**src/rtl/timer_mode_pkg.sv**
```systemverilog
// Package: mode encodings, reset values and timing figures for the timer mode control
package timer_mode_pkg;

	// ------------------------------------------------------------
	// Mode field layout
	// ------------------------------------------------------------
	localparam int MODE_W      = 5;
	localparam int CLASS_MSB   = 4;
	localparam int CLASS_LSB   = 3;
	localparam int OPTION_MSB  = 2;
	localparam int OPTION_LSB  = 0;
	localparam int COUNT_W     = 8;

	// ------------------------------------------------------------
	// Class codes (upper two mode bits)
	// ------------------------------------------------------------
	localparam logic [1:0] CLASS_FREE_RUN   = 2'h0;
	localparam logic [1:0] CLASS_ONE_SHOT   = 2'h1;
	localparam logic [1:0] CLASS_MONOSTABLE = 2'h2;

	// ------------------------------------------------------------
	// Option codes (lower three mode bits)
	// ------------------------------------------------------------
	localparam logic [2:0] OPT_SOFT        = 3'h0;
	localparam logic [2:0] OPT_GATE_HIGH   = 3'h1;
	localparam logic [2:0] OPT_GATE_LOW    = 3'h2;
	localparam logic [2:0] OPT_ANY_EDGE    = 3'h3;
	localparam logic [2:0] OPT_RISE_EDGE   = 3'h4;
	localparam logic [2:0] OPT_FALL_EDGE   = 3'h5;
	localparam logic [2:0] OPT_LOW_LEVEL   = 3'h6;
	localparam logic [2:0] OPT_HIGH_LEVEL  = 3'h7;

	// ------------------------------------------------------------
	// Values after reset
	// ------------------------------------------------------------
	localparam logic [COUNT_W-1:0] COUNT_RESET  = 8'h00;
	localparam logic [COUNT_W-1:0] PERIOD_RESET = 8'hff;

	// ------------------------------------------------------------
	// Least spacing the trigger source must keep, in timer clocks
	// ------------------------------------------------------------
	localparam int EDGE_SPACING_CYCLES = 6;
	localparam int LEVEL_HOLD_CYCLES   = 3;

	// Sequencing of the start-controlled classes
	typedef enum logic [1:0] {
		ST_IDLE,
		ST_ARMED,
		ST_COUNTING
	} run_state_t;

endpackage : timer_mode_pkg

```
**src/rtl/ers_sync.sv**
```systemverilog
// External reset signal synchroniser with debug freeze and edge detection
`timescale 1ns/10ps
module ers_sync (
	input  wire logic i_clk,
	input  wire logic i_rst,
	input  wire logic i_ext,
	input  wire logic i_freeze,
	output logic      o_level,
	output logic      o_rise,
	output logic      o_fall
);
	import timer_mode_pkg::*;

	logic meta_q, meta_d;
	logic sync_q, sync_d;
	logic level_q, level_d;

	// ------------------------------------------------------------
	// Next values
	// ------------------------------------------------------------
	// Frozen level hides every edge while debug holds the block
	always_comb begin
		meta_d  = i_ext;
		sync_d  = meta_q;
		level_d = i_freeze ? level_q : sync_q;
	end

	// ------------------------------------------------------------
	// Registers
	// ------------------------------------------------------------
	always_ff @(posedge i_clk) begin
		if (i_rst) begin
			meta_q  <= 1'b0;
			sync_q  <= 1'b0;
			level_q <= 1'b0;
		end else begin
			meta_q  <= meta_d;
			sync_q  <= sync_d;
			level_q <= level_d;
		end
	end

	// Edges compare the second stage against the held level
	assign o_level = level_q;
	assign o_rise  = !i_freeze && sync_q && !level_q;
	assign o_fall  = !i_freeze && !sync_q && level_q;

endmodule : ers_sync

```
**src/rtl/count_core.sv**
```systemverilog
// Eight-bit count register with load, clear and advance
`timescale 1ns/10ps
module count_core #(
	parameter int WIDTH = 8
) (
	input  wire logic             i_clk,
	input  wire logic             i_rst,
	input  wire logic             i_load,
	input  wire logic [WIDTH-1:0] i_load_value,
	input  wire logic             i_clear,
	input  wire logic             i_advance,
	input  wire logic [WIDTH-1:0] i_period,
	output logic      [WIDTH-1:0] o_count,
	output logic                  o_at_period
);
	import timer_mode_pkg::*;

	logic [WIDTH-1:0] count_q, count_d;

	// ------------------------------------------------------------
	// Next count
	// ------------------------------------------------------------
	// Software load beats hardware clear, clear beats advance
	always_comb begin
		count_d = count_q;
		if (i_load) begin
			count_d = i_load_value;
		end else if (i_clear) begin
			count_d = WIDTH'(COUNT_RESET);
		end else if (i_advance) begin
			count_d = count_q + WIDTH'(1);
		end
	end

	// ------------------------------------------------------------
	// Register
	// ------------------------------------------------------------
	always_ff @(posedge i_clk) begin
		if (i_rst) begin
			count_q <= WIDTH'(COUNT_RESET);
		end else begin
			count_q <= count_d;
		end
	end

	assign o_count     = count_q;
	assign o_at_period = (count_q == i_period);

endmodule : count_core

```
**src/rtl/timer_mode_control.sv**
```systemverilog
// Mode selection and start, reset and stop control of an eight-bit period timer
//
// Summary of operation
// Five-bit mode: upper two bits pick class, lower three pick start/reset option.
// Trigger source keeps edges at least six timer clocks apart.
// Trigger source holds each triggering level at least three timer clocks.
// In debug mode all external reset signal activity is ignored.
// Code 00000 counts only while run enable is set; no external reset.
// Codes 00001 and 00010 add external gating, high and low active.
// Code 00011 runs on enable and resets on either external edge.
// Code 00100 resets on rising edge, 00101 on falling edge.
// Code 00110 holds reset while low, 00111 while high.
// Code 01000 starts one period when software sets run enable.
// Codes 01001 to 01011 start one-shot on rising, falling or any edge.
// Codes 01100 and 01101 start and reset on rising or falling edges.
// 01110 rising start, low reset; 01111 falling start, high reset.
// One-shot period match clears run enable and stops at zero next clock.
// Edge-start modes need a fresh edge after run enable was cleared.
// Monostable match stops at zero, keeps run enable, later edge restarts; 10110 and 10111 clear run enable instead.
// 10110 starts on high, resets on low; 10111 the inverse.
// Reserved mode codes are never programmed by software.
`timescale 1ns/10ps
module timer_mode_control #(
	parameter int COUNT_W = 8
) (
	input  wire logic                          i_clk,
	input  wire logic                          i_rst,
	input  wire logic [timer_mode_pkg::MODE_W-1:0] i_mode,
	input  wire logic                          i_run_set,
	input  wire logic                          i_run_clr,
	input  wire logic [COUNT_W-1:0]            i_period_value,
	input  wire logic                          i_count_write,
	input  wire logic [COUNT_W-1:0]            i_count_wdata,
	input  wire logic                          i_external_reset_signal,
	input  wire logic                          i_debug_mode,
	output logic      [COUNT_W-1:0]            o_count_value,
	output logic                               o_run_enable,
	output logic                               o_period_event,
	output logic                               o_counting
);
	import timer_mode_pkg::*;

	// ------------------------------------------------------------
	// Mode decoding helpers
	// ------------------------------------------------------------
	// Start edge of every edge-started option
	function automatic logic start_edge(input logic [2:0] opt, input logic rise, input logic fall);
		unique case (opt)
			OPT_GATE_HIGH, OPT_RISE_EDGE, OPT_LOW_LEVEL:  start_edge = rise;
			OPT_GATE_LOW, OPT_FALL_EDGE, OPT_HIGH_LEVEL:  start_edge = fall;
			OPT_ANY_EDGE:                                 start_edge = rise | fall;
			default:                                      start_edge = 1'b0;
		endcase
	endfunction : start_edge

	// Level that holds the count reset in the level options
	function automatic logic level_reset(input logic [2:0] opt, input logic level);
		level_reset = ((opt == OPT_LOW_LEVEL) && !level) || ((opt == OPT_HIGH_LEVEL) && level);
	endfunction : level_reset

	// Reserved codes leave the timer idle
	function automatic logic mode_reserved(input logic [1:0] cls, input logic [2:0] opt);
		mode_reserved = (cls == CLASS_MONOSTABLE &&
			(opt == OPT_SOFT || opt == OPT_RISE_EDGE || opt == OPT_FALL_EDGE)) ||
			(cls == 2'h3);
	endfunction : mode_reserved

	// ------------------------------------------------------------
	// Signals
	// ------------------------------------------------------------
	logic [1:0]         mode_class;
	logic [2:0]         mode_option;
	logic               ers_level;
	logic               ers_rise;
	logic               ers_fall;
	logic [COUNT_W-1:0] count_now;
	logic               at_period;
	logic               cnt_clear;
	logic               cnt_advance;
	logic               run_q, run_d;
	logic               event_q, event_d;
	logic               counting_q, counting_d;
	run_state_t         state_q, state_d;

	assign mode_class  = i_mode[CLASS_MSB:CLASS_LSB];
	assign mode_option = i_mode[OPTION_MSB:OPTION_LSB];

	// ------------------------------------------------------------
	// External reset signal conditioning
	// ------------------------------------------------------------
	// Pin is asynchronous; debug freezes the level so no edge appears
	ers_sync u_ers_sync (
		.i_clk    (i_clk),
		.i_rst    (i_rst),
		.i_ext    (i_external_reset_signal),
		.i_freeze (i_debug_mode),
		.o_level  (ers_level),
		.o_rise   (ers_rise),
		.o_fall   (ers_fall)
	);

	// ------------------------------------------------------------
	// Count register
	// ------------------------------------------------------------
	count_core #(
		.WIDTH (COUNT_W)
	) u_count_core (
		.i_clk        (i_clk),
		.i_rst        (i_rst),
		.i_load       (i_count_write),
		.i_load_value (i_count_wdata),
		.i_clear      (cnt_clear),
		.i_advance    (cnt_advance),
		.i_period     (i_period_value),
		.o_count      (count_now),
		.o_at_period  (at_period)
	);

	// ------------------------------------------------------------
	// Control next state
	// ------------------------------------------------------------
	// Software set wins over a hardware clear in the same cycle,
	// so a restart request is never lost at the end of a shot.
	always_comb begin
		state_d     = state_q;
		run_d       = run_q;
		event_d     = 1'b0;
		cnt_clear   = 1'b0;
		cnt_advance = 1'b0;

		if (i_run_clr) begin
			run_d = 1'b0;
		end

		if (mode_reserved(mode_class, mode_option)) begin
			// Undefined codes: force the sequencer idle, no count advance or clear
			state_d = ST_IDLE;
		end else if (mode_class == CLASS_FREE_RUN) begin
			state_d = run_q ? ST_COUNTING : ST_IDLE;
			if (run_q) begin
				unique case (mode_option)
					OPT_SOFT: begin
						cnt_advance = 1'b1;
					end
					OPT_GATE_HIGH: begin
						cnt_advance = ers_level;
					end
					OPT_GATE_LOW: begin
						cnt_advance = !ers_level;
					end
					OPT_ANY_EDGE: begin
						cnt_clear   = ers_rise | ers_fall;
						cnt_advance = 1'b1;
					end
					OPT_RISE_EDGE: begin
						cnt_clear   = ers_rise;
						cnt_advance = 1'b1;
					end
					OPT_FALL_EDGE: begin
						cnt_clear   = ers_fall;
						cnt_advance = 1'b1;
					end
					OPT_LOW_LEVEL, OPT_HIGH_LEVEL: begin
						cnt_clear   = level_reset(mode_option, ers_level);
						cnt_advance = 1'b1;
					end
				endcase
				// Period match wraps to zero on the next clock
				if (cnt_advance && !cnt_clear && at_period) begin
					cnt_clear   = 1'b1;
					cnt_advance = 1'b0;
					event_d     = 1'b1;
				end
			end
		end else begin
			// One-shot and monostable share one sequencer
			unique case (state_q)
				ST_IDLE: begin
					if (run_q) begin
						state_d = ST_ARMED;
					end
				end
				ST_ARMED: begin
					if (!run_q) begin
						state_d = ST_IDLE;
					end else if (mode_class == CLASS_ONE_SHOT && mode_option == OPT_SOFT) begin
						state_d = ST_COUNTING;
					end else if (mode_class == CLASS_MONOSTABLE &&
						(mode_option == OPT_LOW_LEVEL || mode_option == OPT_HIGH_LEVEL)) begin
						if (!level_reset(mode_option, ers_level)) begin
							state_d = ST_COUNTING;
						end
					end else if (start_edge(mode_option, ers_rise, ers_fall)) begin
						state_d = ST_COUNTING;
					end
				end
				ST_COUNTING: begin
					if (!run_q) begin
						// Halted: edge-start modes need a fresh edge to resume
						state_d = ST_IDLE;
					end else if (mode_class == CLASS_ONE_SHOT && (mode_option == OPT_RISE_EDGE ||
						mode_option == OPT_FALL_EDGE) && start_edge(mode_option, ers_rise, ers_fall)) begin
						cnt_clear = 1'b1;
					end else if (mode_class == CLASS_ONE_SHOT &&
						level_reset(mode_option, ers_level)) begin
						cnt_clear = 1'b1;
					end else if (mode_class == CLASS_MONOSTABLE &&
						level_reset(mode_option, ers_level)) begin
						cnt_clear = 1'b1;
						state_d   = ST_ARMED;
					end else if (at_period) begin
						cnt_clear = 1'b1;
						event_d   = 1'b1;
						if (mode_class == CLASS_ONE_SHOT ||
							mode_option == OPT_LOW_LEVEL || mode_option == OPT_HIGH_LEVEL) begin
							run_d   = 1'b0;
							state_d = ST_IDLE;
						end else begin
							state_d = ST_ARMED;
						end
					end else begin
						cnt_advance = 1'b1;
					end
				end
			endcase
		end

		if (i_run_set) begin
			run_d = 1'b1;
		end
		counting_d = (state_d == ST_COUNTING);
	end

	// ------------------------------------------------------------
	// Control registers
	// ------------------------------------------------------------
	always_ff @(posedge i_clk) begin
		if (i_rst) begin
			state_q    <= ST_IDLE;
			run_q      <= 1'b0;
			event_q    <= 1'b0;
			counting_q <= 1'b0;
		end else begin
			state_q    <= state_d;
			run_q      <= run_d;
			event_q    <= event_d;
			counting_q <= counting_d;
		end
	end

	// ------------------------------------------------------------
	// Outputs
	// ------------------------------------------------------------
	assign o_count_value  = count_now;
	assign o_run_enable   = run_q;
	assign o_period_event = event_q;
	assign o_counting     = counting_q;

endmodule : timer_mode_control

```
**config.mk**
```make
export PLATFORM = sky130hd
export DESIGN_NAME = timer_mode_control
export DESIGN_NICKNAME = d
export VERILOG_FILES = /design/src/rtl/timer_mode_pkg.sv /design/src/rtl/ers_sync.sv /design/src/rtl/count_core.sv /design/src/rtl/timer_mode_control.sv
export SDC_FILE = /design/constraint.sdc
export NUM_CORES = 1
export LEC_CHECK = 0
export ABC_AREA = 1
export BUFFER_PORTS_ARGS = -buffer_cell sky130_fd_sc_hd__buf_4
export CORE_MARGIN = 4
export CORE_UTILIZATION = 52
export CTS_CLUSTER_DIAMETER = 200
export CTS_CLUSTER_SIZE = 14
export DETAILED_ROUTE_END_ITERATION = 8
export PLACE_DENSITY = 0.84
export RECOVER_POWER = 25
export SLEW_MARGIN = 20
export SYNTH_ARGS = -nofsm -noshare
export SYNTH_HDL_FRONTEND = slang
export SYNTH_HIERARCHICAL = 1
export SYNTH_SLANG_ARGS = --single-unit
```
**constraint.sdc**
```tcl
create_clock -name i_clk -period 2.8 [get_ports i_clk]
set_input_delay 0.28 -clock i_clk [delete_from_list [all_inputs] [get_ports i_clk]]
set_output_delay 0.28 -clock i_clk [all_outputs]
set_load 0.02 [all_outputs]
```
==> flow_summary.yaml <==
placement:
  dp_hpwl_mm: 2.676
  gp_congestion: 0.8419
  place.port_buffers: 38
  dp_slack_ns: 0.5542
  dpl_cell_area_sq_mm: 0.001668
sta:
  fin_skew_ns: 0.002096
  setup_ws_ns: 0.5391
  max_freq_mhz: 442.3
  min_period_ns: 2.261
  slew_violations: 0
  worst_pin_slew_ns: 0.4396
  finalSetupTns_ns: 0
  grt_setup_unrepaired: "no"
  setup_viol: 0
  relSlewSlack: 0.7058
  hold_viol: 0
  finalCritPeriodShare: 0.8075
route:
  drc: 0
  drt-total-wl_mm: 3.406
  firstDrtPassIters: 4
  via_count: 1526
  vias_per_cell: 5.244
  ant_nets: 0
  drt_iter0_markers: 101
  wire_per_inst_um: 11.70
pwr:
  p_switching_uw: 203.9
  powerDensity_mw_per_mm2: 361.9
  p_int_uw: 407.4
  leakage_nw: 0.7850
  clockPowerShare: 0.251
  swShare: 0.3336
  vdd_ir_drop_max_v: 0.0002691
  seq_power_share: 0.436
  power_frac_comb: 0.314
layout:
  antenna_cells: 0
  area_growth_pct: 23.85
  stdcell_area_sq_mm: 0.001689
  layout.nets: 293
  fin_util: 0.6757
  drive_above_1_share: 0.2146
worst_setup_path:
  critPathLaunch: "u_ers_sync/o_level"
  required_ns: 2.97
  end_kind: "register"
  crit-reg2reg-launch: "u_ers_sync/o_level"
  arrival_ns: 2.43
  path_class: "reg -> reg"
  path_max_fanout: 10
  start_kind: "register"
synthesis:
  yosys_warnings: 6
  ys_top_cells_by_count: "nand2_1 (42), inv_1 (32), nor2_1 (23)"
  netlist_area_sq_mm: 0.001364
  ys.flop_type: "dfxtp_1"
  synth_top_area_cell: "dfxtp_1"
  synthCells: 221
  yosysSeqAreaShare: 0.2349
  syn_nets: 252
  ys_ff_latch: 16
  synth_edf_count: 0
  synth_cell_types: 29
  synthTopCellsByArea: "dfxtp_1 (23%), nand2_1 (12%), inv_1 (8.8%)"
  synth-async-reset-ratio: 0
  synth.most_common_cell: "nand2_1"
  synth_top_area_frac: 0.2349
  synth.avg_cell_area_sq_um: 6.171
clock_network:
  cts_sinks: 16
  cts_max_level: 1
  clock_latency_ns: 0.28
  clockBufferDepth: 2
  hold_buffers: 0
  clock-root-buffer: "clkbuf_4"
  cts_buffers: 3
  cts_repair_resize_count: 0
  clkSlewWorstSetupHoldPaths_ns: 0.10
  postCtsSetupBuffers: 0
  tritoncts: "built"
global_routing:
  grt_max_degree: 11
  track_usage: 0.2046
  antenna_found_initial: 0
  grt_first_pass_wirelength_mm: 5.754
  grt_pass1_vias: 1327
  overflow: 0
run:
  cap_violations: 0
die:
  ios: 39
  die_area_sq_mm: 0.003506
  design.core.area_sq_mm: 0.002500
  die_w_um: 59.21
  initial_core_util: 0.5455
  chipHeight_um: 59.21
  rows: 18
status:
  status: "finished, final reports clean"
hold_path:
  min_path_type: "in -> reg"
  hp-start: "i_external_reset_signal"
## metal layers
layer	up-vias	part of all wire	global-route usage
li1	806	-	-
met1	667	0.44	0.2766
met2	51	0.50	0.3370
met3	2	0.055	0.03268
met4	0	0.0050	0.05178
met5	-	0	0
## stage by stage
| step | instances | hold WS (ns) | power [mW] |
|---|---|---|---|
| after floorplan | 221 | 0.3491 | 0.3893 |
| after global placement | 287 | 0.4050 | 0.4636 |
| after detailed placement | 287 | 0.4060 | 0.4648 |
| after CTS | 291 | 0.1957 | 0.6203 |
| after global routing | 291 | 0.2090 | 0.6517 |
| final | 291 | 0.1953 | 0.6113 |
## kinds of logic (layout without fill, tap and decap cells)
group,Yosys count,count (layout),synth area share
flip-flops,16,16,0.2349
XOR/XNOR,8,8,0.05138
AND/OR/NAND/NOR,117,117,0.4165
AO/OA/AOI/OAI,39,39,0.1550
buffers and inverters,38,78,0.1147
adder cells (fa/ha/maj),3,3,0.02753
## worst paths after layout
check / endpoint / slack [ns] / depth (start not counted)
max reg2reg: u_count_core/o_count[0] / 0.54 / 15
min: u_ers_sync/meta_q / 0.20 / 3
max: u_count_core/o_count[0] / 0.54 / 15
min reg2reg: u_ers_sync/sync_q / 0.42 / 2
## sequential cells by signal, indices dropped and copies added, names as in the netlist
register              flops
o_counting                1
o_period_event            1
o_run_enable              1
state_q                   2
u_count_core/o_count      8
u_ers_sync/meta_q         1
u_ers_sync/o_level        1
u_ers_sync/sync_q         1
## cell type report
class | instances | area, sq um
repair buffers | 38 | 270.3
clock buffers | 4 | 36.28
inverters | 36 | 137.6
well taps | 30 | 37.54
flip-flops and latches | 16 | 320.3
multi-input cells | 167 | 887.1
fillers | 249 | 810.8
## cells in the final DEF, fill, tap and decap left out, drive strengths merged
cell type / Yosys / routed
a211oi: 1 / 1
a21boi: 1 / 1
a21oi: 18 / 18
a22oi: 2 / 2
a31oi: 1 / 1
buf: 2 / 34
clkbuf: 0 / 8
clkinv: 1 / 1
dfxtp: 16 / 16
ha: 3 / 3
inv: 35 / 35
nand2: 48 / 48
nand3: 19 / 19
nand3b: 2 / 2
nand4: 10 / 10
nor2: 28 / 28
nor3: 9 / 9
o21ai: 14 / 14
o21bai: 2 / 2
or2: 1 / 1
xnor2: 8 / 8
## worst max-delay path, cell delays in order, from the launching register on
cell	delay (ns)
dfxtp_1	0.42
inv_1	0.08
nand2_1	0.06
nor2_1	0.04
inv_1	0.07
nand2_1	0.05
nand4_1	0.08
o21ai_0	0.09
nor3_1	0.22
o21ai_0	0.13
nand2_1	0.08
a21oi_1	0.11
nor3_4	0.40
inv_4	0.13
o21ai_1	0.14
a21oi_1	0.06
## power groups by stage
stage	Clock [mW]	Sequential [mW]	Combinational [mW]
global route	0.168	0.270	0.214
global placement	0	0.271	0.193
detailed placement	0	0.272	0.193
finish	0.153	0.266	0.192
floorplan	0	0.281	0.109
CTS	0.160	0.266	0.194
Note: power is estimated with default switching activity, not from simulation.
